## config.mk

```make
export PLATFORM = sky130hd
export DESIGN_NAME = hsq_homing_sequencer
export DESIGN_NICKNAME = d
export VERILOG_FILES = /design/src/hdl/hsq_pkg.sv /design/src/hdl/hsq_sync.sv /design/src/hdl/hsq_homing_sequencer.sv
export VERILOG_INCLUDE_DIRS = /design/src /design/src/hdl
export SDC_FILE = /design/constraint.sdc
export NUM_CORES = 1
export LEC_CHECK = 0
export BUFFER_PORTS_ARGS = -buffer_cell sky130_fd_sc_hd__clkbuf_2
export CORE_MARGIN = 4
export CORE_UTILIZATION = 33
export CTS_CLUSTER_SIZE = 16
export DETAILED_ROUTE_END_ITERATION = 16
export GPL_ROUTABILITY_DRIVEN = 1
export GPL_TIMING_DRIVEN = 1
export SYNTH_ARGS = -nofsm -noshare
export SYNTH_HDL_FRONTEND = slang
export SYNTH_SLANG_ARGS = --single-unit
export TNS_END_PERCENT = 10
```

## constraint.sdc

```tcl
create_clock -name ref_clk -period 4.8 [get_ports ref_clk]
set_input_delay 0.24 -clock ref_clk [delete_from_list [all_inputs] [get_ports ref_clk]]
set_output_delay 0.24 -clock ref_clk [all_outputs]
set_load 0.02 [all_outputs]
```

## src/hdl/hsq_regs.svh

```systemverilog
`ifndef HSQ_REGS_SVH
`define HSQ_REGS_SVH

// ----------------------------------------------------------------
// Homing mode numbers
// ----------------------------------------------------------------
`define HSQ_MODE_W      5
`define HSQ_MODE_17     5'h11
`define HSQ_MODE_18     5'h12
`define HSQ_MODE_19     5'h13
`define HSQ_MODE_20     5'h14
`define HSQ_MODE_21     5'h15
`define HSQ_MODE_22     5'h16
`define HSQ_MODE_23     5'h17

// ----------------------------------------------------------------
// Drive encodings and reset values
// ----------------------------------------------------------------
`define HSQ_DIR_FWD     1'h1
`define HSQ_DIR_REV     1'h0
`define HSQ_SPD_FIRST   1'h0
`define HSQ_SPD_SECOND  1'h1
`define HSQ_EDGE_RISE   1'h1
`define HSQ_EDGE_FALL   1'h0
`define HSQ_RST_BIT     1'h0
`define HSQ_POS_W       32

`endif

```

## src/hdl/hsq_pkg.sv

```systemverilog
package hsq_pkg;

	// ----------------------------------------------------------------
	// Types
	// ----------------------------------------------------------------
	typedef enum logic [1:0] {HSQ_SIG_ORG, HSQ_SIG_FWD, HSQ_SIG_REV} hsq_sig_e;

	typedef enum logic [1:0] {HSQ_IDLE, HSQ_RUN, HSQ_DONE, HSQ_FAULT} hsq_state_e;

	typedef struct packed {
		logic     dir;
		logic     spd;
		hsq_sig_e sig;
		logic     rise;
	} hsq_seg_s;

	typedef struct packed {
		logic [1:0]         nseg;
		logic               esc;
		hsq_seg_s [2:0]     seg;
	} hsq_plan_s;

	typedef struct packed {
		logic org;
		logic fwd;
		logic rev;
		logic step;
	} hsq_sw_s;

endpackage

```

## src/hdl/hsq_sync.sv

```systemverilog
`timescale 1ns/1ps

// ----------------------------------------------------------------
// Two-stage synchroniser for pin inputs
// ----------------------------------------------------------------
module hsq_sync #(
	parameter int W = 4
) (
	input  wire logic         ref_clk,
	input  wire logic         rst,
	input  wire logic [W-1:0] d,
	output logic      [W-1:0] q
);

	logic [W-1:0] meta_r;

	always_ff @(posedge ref_clk or posedge rst)
	begin
		if (rst)
		begin
			meta_r <= '0;
			q      <= '0;
		end
		else
		begin
			meta_r <= d;
			q      <= meta_r;
		end
	end

endmodule

```

## src/hdl/hsq_homing_sequencer.sv

```systemverilog
`timescale 1ns/1ps
`include "hsq_regs.svh"

module hsq_homing_sequencer
	import hsq_pkg::*;
#(
	parameter int POS_W = `HSQ_POS_W
) (
	input  wire logic                    ref_clk,
	input  wire logic                    rst,
	input  wire logic                    axis_home_command,
	input  wire logic                    home_abort,
	input  wire logic [`HSQ_MODE_W-1:0]  axis_mode,
	input  wire logic                    origin_sw,
	input  wire logic                    fwd_limit_sw,
	input  wire logic                    rev_limit_sw,
	input  wire logic                    axis_step,
	output logic                         drive_en_r,
	output logic                         drive_dir_r,
	output logic                         drive_spd_r,
	output logic                         busy_r,
	output logic                         home_done_r,
	output logic                         pos_zero_r,
	output logic                         mode_err_r,
	output logic signed [POS_W-1:0]      position_r
);

	// ----------------------------------------------------------------
	// Pin synchronisation and edge history
	// ----------------------------------------------------------------
	hsq_sw_s    sw_s;
	hsq_sw_s    sw_q_r;
	hsq_state_e state_r;
	hsq_state_e state_nxt;
	hsq_plan_s  plan_r;
	hsq_plan_s  plan_nxt;
	logic [1:0] idx_r;
	logic [1:0] idx_nxt;
	hsq_seg_s   cur_seg;
	logic       seg_hit;
	logic       esc_hit;
	logic       cmd_take;
	logic       step_rise;

	hsq_sync #(
		.W (4)
	) u_sync (
		.ref_clk (ref_clk),
		.rst     (rst),
		.d       ({origin_sw, fwd_limit_sw, rev_limit_sw, axis_step}),
		.q       (sw_s)
	);

	always_ff @(posedge ref_clk or posedge rst)
	begin
		if (rst)
			sw_q_r <= '0;
		else
			sw_q_r <= sw_s;
	end

	// ----------------------------------------------------------------
	// Plan building
	// ----------------------------------------------------------------
	function automatic hsq_seg_s seg_f(input logic dir, input logic spd,
		input hsq_sig_e sig, input logic rise);
		hsq_seg_s s;
		s.dir  = dir;
		s.spd  = spd;
		s.sig  = sig;
		s.rise = rise;
		return s;
	endfunction

	function automatic logic sig_val(input hsq_sw_s sw, input hsq_sig_e sig);
		logic v;
		case (sig)
			HSQ_SIG_ORG: v = sw.org;
			HSQ_SIG_FWD: v = sw.fwd;
			HSQ_SIG_REV: v = sw.rev;
			default:     v = 1'h0;
		endcase
		return v;
	endfunction

	function automatic logic mode_ok(input logic [`HSQ_MODE_W-1:0] m);
		return (m >= `HSQ_MODE_17) && (m <= `HSQ_MODE_23);
	endfunction

	// Two-segment plan: approach segment, then the homing segment
	function automatic hsq_plan_s two_f(input hsq_seg_s a, input hsq_seg_s b);
		hsq_plan_s p;
		p        = '0;
		p.nseg   = 2'h2;
		p.seg[0] = a;
		p.seg[1] = b;
		return p;
	endfunction

	function automatic hsq_plan_s one_f(input hsq_seg_s a);
		hsq_plan_s p;
		p        = '0;
		p.nseg   = 2'h1;
		p.seg[0] = a;
		return p;
	endfunction

	function automatic hsq_plan_s plan_f(input logic [`HSQ_MODE_W-1:0] m, input hsq_sw_s sw);
		hsq_plan_s p;
		p = '0;
		case (m)
			`HSQ_MODE_17:
				if (!sw.rev)
					p = two_f(seg_f(`HSQ_DIR_REV, `HSQ_SPD_FIRST, HSQ_SIG_REV, `HSQ_EDGE_RISE),
						seg_f(`HSQ_DIR_FWD, `HSQ_SPD_SECOND, HSQ_SIG_REV, `HSQ_EDGE_FALL));
				else
					p = one_f(seg_f(`HSQ_DIR_FWD, `HSQ_SPD_SECOND, HSQ_SIG_REV, `HSQ_EDGE_FALL));
			`HSQ_MODE_18:
				if (!sw.fwd)
					p = two_f(seg_f(`HSQ_DIR_FWD, `HSQ_SPD_FIRST, HSQ_SIG_FWD, `HSQ_EDGE_RISE),
						seg_f(`HSQ_DIR_REV, `HSQ_SPD_SECOND, HSQ_SIG_FWD, `HSQ_EDGE_FALL));
				else
					p = one_f(seg_f(`HSQ_DIR_REV, `HSQ_SPD_SECOND, HSQ_SIG_FWD, `HSQ_EDGE_FALL));
			`HSQ_MODE_19, `HSQ_MODE_23:
			begin
				if (!sw.org)
				begin
					p = two_f(seg_f(`HSQ_DIR_FWD, `HSQ_SPD_FIRST, HSQ_SIG_ORG, `HSQ_EDGE_RISE),
						seg_f(`HSQ_DIR_REV, `HSQ_SPD_SECOND, HSQ_SIG_ORG, `HSQ_EDGE_FALL));
					// Only mode 23 watches the forward limit on the fast search
					p.esc = (m == `HSQ_MODE_23);
				end
				else
					p = one_f(seg_f(`HSQ_DIR_REV, `HSQ_SPD_SECOND, HSQ_SIG_ORG, `HSQ_EDGE_FALL));
			end
			`HSQ_MODE_20:
				if (!sw.org)
					p = one_f(seg_f(`HSQ_DIR_FWD, `HSQ_SPD_FIRST, HSQ_SIG_ORG, `HSQ_EDGE_RISE));
				else
					p = two_f(seg_f(`HSQ_DIR_REV, `HSQ_SPD_SECOND, HSQ_SIG_ORG, `HSQ_EDGE_FALL),
						seg_f(`HSQ_DIR_FWD, `HSQ_SPD_SECOND, HSQ_SIG_ORG, `HSQ_EDGE_RISE));
			`HSQ_MODE_21:
				if (!sw.org)
					p = two_f(seg_f(`HSQ_DIR_REV, `HSQ_SPD_FIRST, HSQ_SIG_ORG, `HSQ_EDGE_RISE),
						seg_f(`HSQ_DIR_FWD, `HSQ_SPD_SECOND, HSQ_SIG_ORG, `HSQ_EDGE_FALL));
				else
					p = one_f(seg_f(`HSQ_DIR_FWD, `HSQ_SPD_SECOND, HSQ_SIG_ORG, `HSQ_EDGE_FALL));
			`HSQ_MODE_22:
				if (sw.org)
					p = two_f(seg_f(`HSQ_DIR_FWD, `HSQ_SPD_SECOND, HSQ_SIG_ORG, `HSQ_EDGE_FALL),
						seg_f(`HSQ_DIR_REV, `HSQ_SPD_SECOND, HSQ_SIG_ORG, `HSQ_EDGE_RISE));
				else
					p = one_f(seg_f(`HSQ_DIR_REV, `HSQ_SPD_FIRST, HSQ_SIG_ORG, `HSQ_EDGE_RISE));
			default:
				p = '0;
		endcase
		return p;
	endfunction

	// Escape path once the forward limit is struck: back up fast, then slow
	function automatic hsq_plan_s esc_plan_f();
		return two_f(seg_f(`HSQ_DIR_REV, `HSQ_SPD_FIRST, HSQ_SIG_ORG, `HSQ_EDGE_RISE),
			seg_f(`HSQ_DIR_REV, `HSQ_SPD_SECOND, HSQ_SIG_ORG, `HSQ_EDGE_FALL));
	endfunction

	// ----------------------------------------------------------------
	// Sequencer next state
	// ----------------------------------------------------------------
	assign cmd_take  = axis_home_command && (state_r != HSQ_RUN);
	assign cur_seg   = plan_r.seg[idx_r];
	assign seg_hit   = cur_seg.rise ?
		(sig_val(sw_s, cur_seg.sig) && !sig_val(sw_q_r, cur_seg.sig)) :
		(!sig_val(sw_s, cur_seg.sig) && sig_val(sw_q_r, cur_seg.sig));
	assign esc_hit   = plan_r.esc && (idx_r == 2'h0) && sw_s.fwd && !sw_q_r.fwd;
	assign step_rise = sw_s.step && !sw_q_r.step;

	// Commands during a run are ignored; abort is the only way out early
	always_comb
	begin
		state_nxt = state_r;
		idx_nxt   = idx_r;
		plan_nxt  = plan_r;
		case (state_r)
			HSQ_IDLE, HSQ_DONE, HSQ_FAULT:
			begin
				if (cmd_take)
				begin
					if (mode_ok(axis_mode))
					begin
						plan_nxt  = plan_f(axis_mode, sw_s);
						idx_nxt   = 2'h0;
						state_nxt = HSQ_RUN;
					end
					else
						state_nxt = HSQ_FAULT;
				end
			end
			HSQ_RUN:
			begin
				if (home_abort)
					state_nxt = HSQ_IDLE;
				else if (esc_hit)
				begin
					plan_nxt = esc_plan_f();
					idx_nxt  = 2'h0;
				end
				else if (seg_hit)
				begin
					if (idx_r == plan_r.nseg - 2'h1)
						state_nxt = HSQ_DONE;
					else
						idx_nxt = idx_r + 2'h1;
				end
			end
			default:
				state_nxt = HSQ_IDLE;
		endcase
	end

	always_ff @(posedge ref_clk or posedge rst)
	begin
		if (rst)
		begin
			state_r <= HSQ_IDLE;
			idx_r   <= 2'h0;
			plan_r  <= '0;
		end
		else
		begin
			state_r <= state_nxt;
			idx_r   <= idx_nxt;
			plan_r  <= plan_nxt;
		end
	end

	// ----------------------------------------------------------------
	// Drive outputs
	// ----------------------------------------------------------------
	always_ff @(posedge ref_clk or posedge rst)
	begin
		if (rst)
		begin
			drive_en_r  <= `HSQ_RST_BIT;
			drive_dir_r <= `HSQ_RST_BIT;
			drive_spd_r <= `HSQ_RST_BIT;
		end
		else
		begin
			drive_en_r  <= (state_nxt == HSQ_RUN);
			drive_dir_r <= plan_nxt.seg[idx_nxt].dir;
			drive_spd_r <= plan_nxt.seg[idx_nxt].spd;
		end
	end

	// ----------------------------------------------------------------
	// Status outputs
	// ----------------------------------------------------------------
	always_ff @(posedge ref_clk or posedge rst)
	begin
		if (rst)
		begin
			busy_r      <= `HSQ_RST_BIT;
			home_done_r <= `HSQ_RST_BIT;
			pos_zero_r  <= `HSQ_RST_BIT;
			mode_err_r  <= `HSQ_RST_BIT;
		end
		else
		begin
			busy_r      <= (state_nxt == HSQ_RUN);
			home_done_r <= (state_nxt == HSQ_DONE);
			pos_zero_r  <= (state_r == HSQ_RUN) && (state_nxt == HSQ_DONE);
			mode_err_r  <= (state_nxt == HSQ_FAULT);
		end
	end

	// ----------------------------------------------------------------
	// Position reference
	// ----------------------------------------------------------------
	// Steps are counted only while driving; zeroing wins over a step
	always_ff @(posedge ref_clk or posedge rst)
	begin
		if (rst)
			position_r <= '0;
		else if ((state_r == HSQ_RUN) && (state_nxt == HSQ_DONE))
			position_r <= '0;
		else if (step_rise && drive_en_r)
			position_r <= drive_dir_r ? position_r + POS_W'(1) : position_r - POS_W'(1);
	end
endmodule

```

==> results of run 1 <==
worst max-delay path: cells and delay by family (launching register included):
| kind | cells | cell delay, ns |
|---|---|---|
| compound gates | 4 | 1.37 |
| xor+xnor | 1 | 0.14 |
| fa+ha+maj | 1 | 0.27 |
| buf+inv | 2 | 0.63 |
| flops | 1 | 0.46 |
| simple gates | 4 | 0.73 |
worst paths after layout:
| check | startpoint | end |
|---|---|---|
| max in group asynchronous | rst | position_r[21] |
| min in group asynchronous | rst | u_sync.meta_r[0] |
| worst max-delay path | drive_dir_r | position_r[31] |
| worst min register to register | u_sync.meta_r[2] | u_sync.q[2] |
| worst max register to register | drive_dir_r | position_r[31] |
| worst min-delay path | rev_limit_sw | u_sync.meta_r[1] |
metrics by stage:
stage	total power [mW]	cell area, um2	utilization
floorplan	2.928	4609	-
global placement	3.476	5046	0.3751
detailed placement	3.518	5046	0.3751
CTS	4.276	5380	0.3999
global route	4.648	5380	0.3999
finish	4.249	5380	0.3999
per-layer routing:
layer | GRT usage | up-vias
met5 | 0 | -
met4 | 0.04795 | 0
met3 | 0.03683 | 16
met2 | 0.2548 | 77
met1 | 0.1797 | 1894
li1 | - | 2004
cells by family (layout without fill, tap and decap cells):
logic type               count (synthesis)  in the layout  synth area share
AO/OA/AOI/OAI                          153            153            0.2101
XOR/XNOR                                28             28           0.05320
AND/OR/NAND/NOR                        195            195            0.1992
flip-flops                              72             72            0.3909
multiplexers                             9              9           0.02199
buffers and inverters                   41             95           0.03610
adder cells (fa/ha/maj)                 32             32           0.08849
what timing repair did:
item	in CTS	in global routing
gates resized for setup	0	0
endpoints found under the hold margin	2	0
hold buffers	2	0
power groups by stage:
stage / Combinational, mW / Clock, mW / Sequential, mW
floorplan: 1.81 / 0 / 1.12
global placement: 2.48 / 0 / 0.992
detailed placement: 2.52 / 0 / 0.997
CTS: 2.56 / 0.735 / 0.986
global route: 2.87 / 0.763 / 1.01
finish: 2.55 / 0.714 / 0.981
synthesized netlist by cell type, drive strengths merged (2+ instances only):
master / n / area, um2
clkbuf: 18 / 67.56
o311ai: 2 / 25.03
xor2: 10 / 87.58
o211ai: 4 / 30.03
o31ai: 5 / 37.54
and3b: 2 / 17.52
nand2b: 7 / 43.79
xnor2: 18 / 157.7
a31oi: 4 / 25.02
nor2b: 4 / 25.02
a21o: 11 / 82.58
a21oi: 63 / 326.6
nor4: 3 / 18.77
a211oi: 10 / 75.07
nand2: 81 / 304.0
ha: 31 / 387.9
nand4: 5 / 31.28
dfrtp: 72 / 1802
nand3: 20 / 100.1
inv: 20 / 75.07
o21bai: 2 / 15.01
buf: 3 / 23.77
a41oi: 3 / 26.28
or3: 6 / 37.54
nand4b: 2 / 17.52
nor3: 10 / 50.05
mux2i: 6 / 63.81
nor3b: 3 / 22.52
mux2: 3 / 37.53
o21a: 4 / 30.03
a31o: 2 / 17.52
and3: 12 / 75.07
a211o: 2 / 17.52
o21ai: 29 / 148.9
a221oi: 2 / 17.52
nor2: 34 / 127.6
cell type report:
cell class	instances	share of cell area
Multi-Input combinational cell	417	0.4923
Sequential cell	72	0.3349
Timing Repair Buffer	59	0.05953
Clock buffer	11	0.04326
Tap cell	176	0.04093
Clock inverter	5	0.01512
Inverter	20	0.01395
==> impl_metrics.yaml, run 1 <==
status:
  outcome: "finished, final reports clean"
logic_synthesis:
  netlist_area_um2: 4609
  ys_ff_latch: 72
  syn_nets: 575
  synth-async-reset-ratio: 1.000
  ys_types: 60
  syn_inst: 530
  ys_seq_area_frac: 0.3909
  syn_area_per_cell_um2: 8.697
  yosys_warnings: 0
  synth_edf_count: 0
  ys.flop_type: "dfrtp_1"
placement:
  gp_congestion: 0.8792
  dp_cells: 742
  post-place-ws_ns: 1.078
  dp.final_hpwl_um: 8089
  io_buffers: 51
drt:
  dr.pass1.iters: 6
  met2_length_um: 5678
  wl_met3_um: 454
  wl_um: 11300
  num_vias: 3991
  wl_per_cell_um: 14.87
  initialDrtViolationCount: 211
  ant_nets: 0
  drt-met1-wl_um: 4998
  drcViolationCount: 0
  post_drt_via_cell_ratio: 5.251
  dr.max_layer_used: "met4"
floorplanning:
  die-area_um2: 15920
  die_w_um: 126.2
  core.rowCount: 42
  num_io_pins: 52
  initial_utilization: 0.3426
  coreArea_um2: 13450
  dieHeight_um: 126.2
final_layout:
  mostFrequentLayoutCell: "nand2_1"
  fillCellCount: 1377
  final_cell_mix: "nand2_1, dfrtp_1, a21oi_1"
  fin_cells: 760
  n_antenna_cell: 0
  syn_to_final_growth_pct: 16.72
  drive_gt1_frac: 0.1473
  regArea_um2: 1802
  nets: 624
  multi_input_area_um2: 2649
timing:
  finalCritPeriodShare: 0.7779
  hold_viol: 0
  relSlewSlack: 0.3968
  finalSetupTns_ns: 0
  period_needed_ns: 3.734
  rsz0062_at_grt: "no"
  max_freq_ghz: 0.2678
  worst_clock_skew_ns: 0.005672
  tightest_slew_ns: 0.9049
  setup_slack_ns: 1.066
  drv_slew: 0
  report.final.setup_viol: 0
  holdWs_ns: 0.01164
clock_network:
  clock-sinks: 72
  worstSkewPairLatency_ns: 0.34
  cts_tree: "done"
  numCtsBuffers: 9
  clockBufferDepth: 2
  clkTransAtPathRegs_ns: 0.06
  root_buffer: "clkbuf_16"
  cts_setup_buffers: 0
  htreeDepth: 3
global_routing:
  antenna_found_initial: 0
  grt_overflow: 0
  grt_pass1_vias: 4159
  grt_usage: 0.1473
  grt_max_degree: 73
  grt_first_pass_wirelength_um: 19710
setup_path:
  crit_type: "reg -> reg"
  cpPeakStageDelay_ns: 0.46
  regToRegSetupSlack_ns: 1.07
  crit_arrival_ns: 3.95
  critPathLaunchType: "register"
  worstPathMaxFanout: 13
  worst_setup_path_end_kind: "register"
  crit_top_cell: "nor3_1"
  crit_required_ns: 5.01
  cpMaxStageDelayCell: "dfrtp_1"
  worst-r2r-cell-count: 12
  path_cells: "inv_1 > buf_4 > ha_1 > a211oi_1 > nor3_1 > o31ai_1 > o211ai_1 > a41oi_1 > nor3_1 > or3b_2 > xnor2_1 > nor2_1"
flow_run:
  drv_cap: 0
pwr:
  internal-power_mw: 2.291
  p_leak_nw: 2.483
  clkPwrFrac: 0.168
  p_sw_mw: 1.958
  swShare: 0.4608
  combinationalPowerShare: 0.601
  seq_power_share: 0.231
  ir_worst_vdd_mv: 0.2835
  cellPowerDensity_nw_per_um2: 789.7
hold_path:
  min_path_cells: 1
  min_path_type: "in -> reg"
No activity file was read; power rests on OpenSTA's default activity.
==> run 2: changes to the inputs <==
clock period = 3.3 ns   (was 4.8 ns; I/O delays follow)
==> impl_metrics.yaml, run 2 (same netlist as run 1, synthesis figures left out) <==
status:
  outcome: "finished, final reports clean"
timing:
  period_needed_ns: 3.095
  worst_clock_skew_ns: 0.007154
  drv_slew: 0
  max_freq_ghz: 0.3231
  relSlewSlack: 0.5472
  holdWs_ns: 0.1717
  tightest_slew_ns: 0.6792
  finalCritPeriodShare: 0.9379
  hold_viol: 0
  report.final.setup_viol: 0
floorplanning:
  num_io_pins: 52
  initial_utilization: 0.3426
  dieHeight_um: 126.2
  core.rowCount: 42
  coreArea_um2: 13450
  die_w_um: 126.2
  die-area_um2: 15920
clock_network:
  clockBufferDepth: 2
  htreeDepth: 3
  cts_tree: "done"
  numCtsBuffers: 9
  clkTransAtPathRegs_ns: 0.06
  worstSkewPairLatency_ns: 0.33
  root_buffer: "clkbuf_16"
  clock-sinks: 72
setup_path:
  crit_required_ns: 3.51
  regToRegSetupSlack_ns: 0.20
  worstPathMaxFanout: 30
  crit_arrival_ns: 3.30
  startpoint: "drive_dir_r"
  cp-endpoint: "position_r[31]"
  worst-r2r-cell-count: 12
  worst_setup_path_end_kind: "register"
  crit_type: "reg -> reg"
  critPathLaunchType: "register"
  r2r_end: "position_r[31]"
  r2r-start: "drive_dir_r"
drt:
  ant_nets: 0
  drcViolationCount: 0
  wl_per_cell_um: 14.63
  initialDrtViolationCount: 224
  wl_um: 11380
  dr.pass1.iters: 7
  post_drt_via_cell_ratio: 5.280
  num_vias: 4108
pwr:
  p_leak_nw: 2.589
  power_mw: 6.549
  cellPowerDensity_nw_per_um2: 1160
  swShare: 0.4541
  p_sw_mw: 2.974
  internal-power_mw: 3.575
  combinationalPowerShare: 0.617
  clkPwrFrac: 0.165
  ir_worst_vdd_mv: 0.4234
  seq_power_share: 0.218
final_layout:
  n_antenna_cell: 0
  mostFrequentLayoutCell: "nand2_1"
  syn_to_final_growth_pct: 22.50
  final_cell_mix: "nand2_1, dfrtp_1, a21oi_1"
  nets: 642
  drive_gt1_frac: 0.1960
flow_run:
  drv_cap: 0
hold_path:
  min_path_type: "in -> reg"
  holdCritStartpoint: "axis_home_command"
global_routing:
  grt_pass1_vias: 4109
  grt_max_degree: 38
  grt_overflow: 0
  grt_usage: 0.1448
  grt_first_pass_wirelength_um: 19490
  antenna_found_initial: 0
placement:
  dp.final_hpwl_um: 8280
  gp_congestion: 0.8971
  io_buffers: 51
-- run 2: changes by cell type in the layout (fill, tap and decap cells not counted), moves of 3 or more --
cell	change
ha_1	-4
buf_4	+14
dlygate4sd3_1	+3
ha_4	+4
-- run 2: power by group through the flow --
| stage | combinational, mW | sequential [mW] | clock (mW) |
|---|---|---|---|
| 3_3_place_gp | 3.80 | 1.44 | 0 |
| 6_report | 4.04 | 1.43 | 1.08 |
| 5_1_grt | 4.51 | 1.47 | 1.14 |
| 3_5_place_dp | 3.86 | 1.45 | 0 |
| 2_1_floorplan | 2.68 | 1.64 | 0 |
| 4_1_cts | 3.89 | 1.43 | 1.10 |
-- run 2: what timing repair did --
action | in CTS | in global routing
endpoints found under the hold margin | 28 | 0
buffers inserted | 0 | 4
hold buffers | 5 | 0
resized for setup | 0 | 12
endpoints found under the setup margin | 0 | 1
-- run 2: worst min path at each step --
| stage | to | depth (start not counted) | slack (ns) |
|---|---|---|---|
| after floorplan | u_sync.meta_r[0] | 0 | 0.20 |
| after global placement | u_sync.meta_r[0] | 2 | 0.23 |
| after detailed placement | u_sync.meta_r[0] | 2 | 0.24 |
| after CTS | state_r[0] | 3 | 0.16 |
| after global routing | state_r[0] | 3 | 0.21 |
| final | state_r[0] | 3 | 0.17 |
-- run 2: routing by layer --
layer,part of all wire,GRT usage,vias up
met4,0.0083,0.02965,0
li1,-,-,2041
met2,0.50,0.2532,94
met1,0.44,0.1802,1962
met3,0.051,0.03853,11
met5,0,0,-
-- run 2: final cells by class --
cell class | instances | area, um2
Fill cell | 1336 | 7806
Clock buffer | 10 | 239.0
Tap cell | 176 | 220.2
Sequential cell | 72 | 1803
Multi-Input combinational cell | 417 | 2740
Timing Repair Buffer | 77 | 475.5
Clock inverter | 6 | 90.09
Inverter | 20 | 78.83
-- run 2: stage by stage --
step	instance area, um2	setup TNS, ns	util	std cells	worst slack, ns
floorplan	4668	-0.1186	-	530	-0.1186
global placement	5196	0	0.3863	753	0.1738
detailed placement	5196	0	0.3863	753	0.02443
CTS	5575	0	0.4144	774	0.03057
global route	5647	-0.005527	0.4197	778	-0.005527
finish	5647	0	0.4197	778	0.2049
-- run 2: worst max-delay path, stage by stage, from the launching register on --
cell and delay [ns]:
dfrtp_2 0.38, clkinvlp_4 0.09, buf_12 0.18, ha_1 0.38
o21ai_1 0.12, nor3_2 0.25, o31ai_2 0.11, o211ai_1 0.44
a41oi_2 0.21, o21ai_1 0.15, or3b_2 0.46, xnor2_1 0.14
nor2_1 0.05
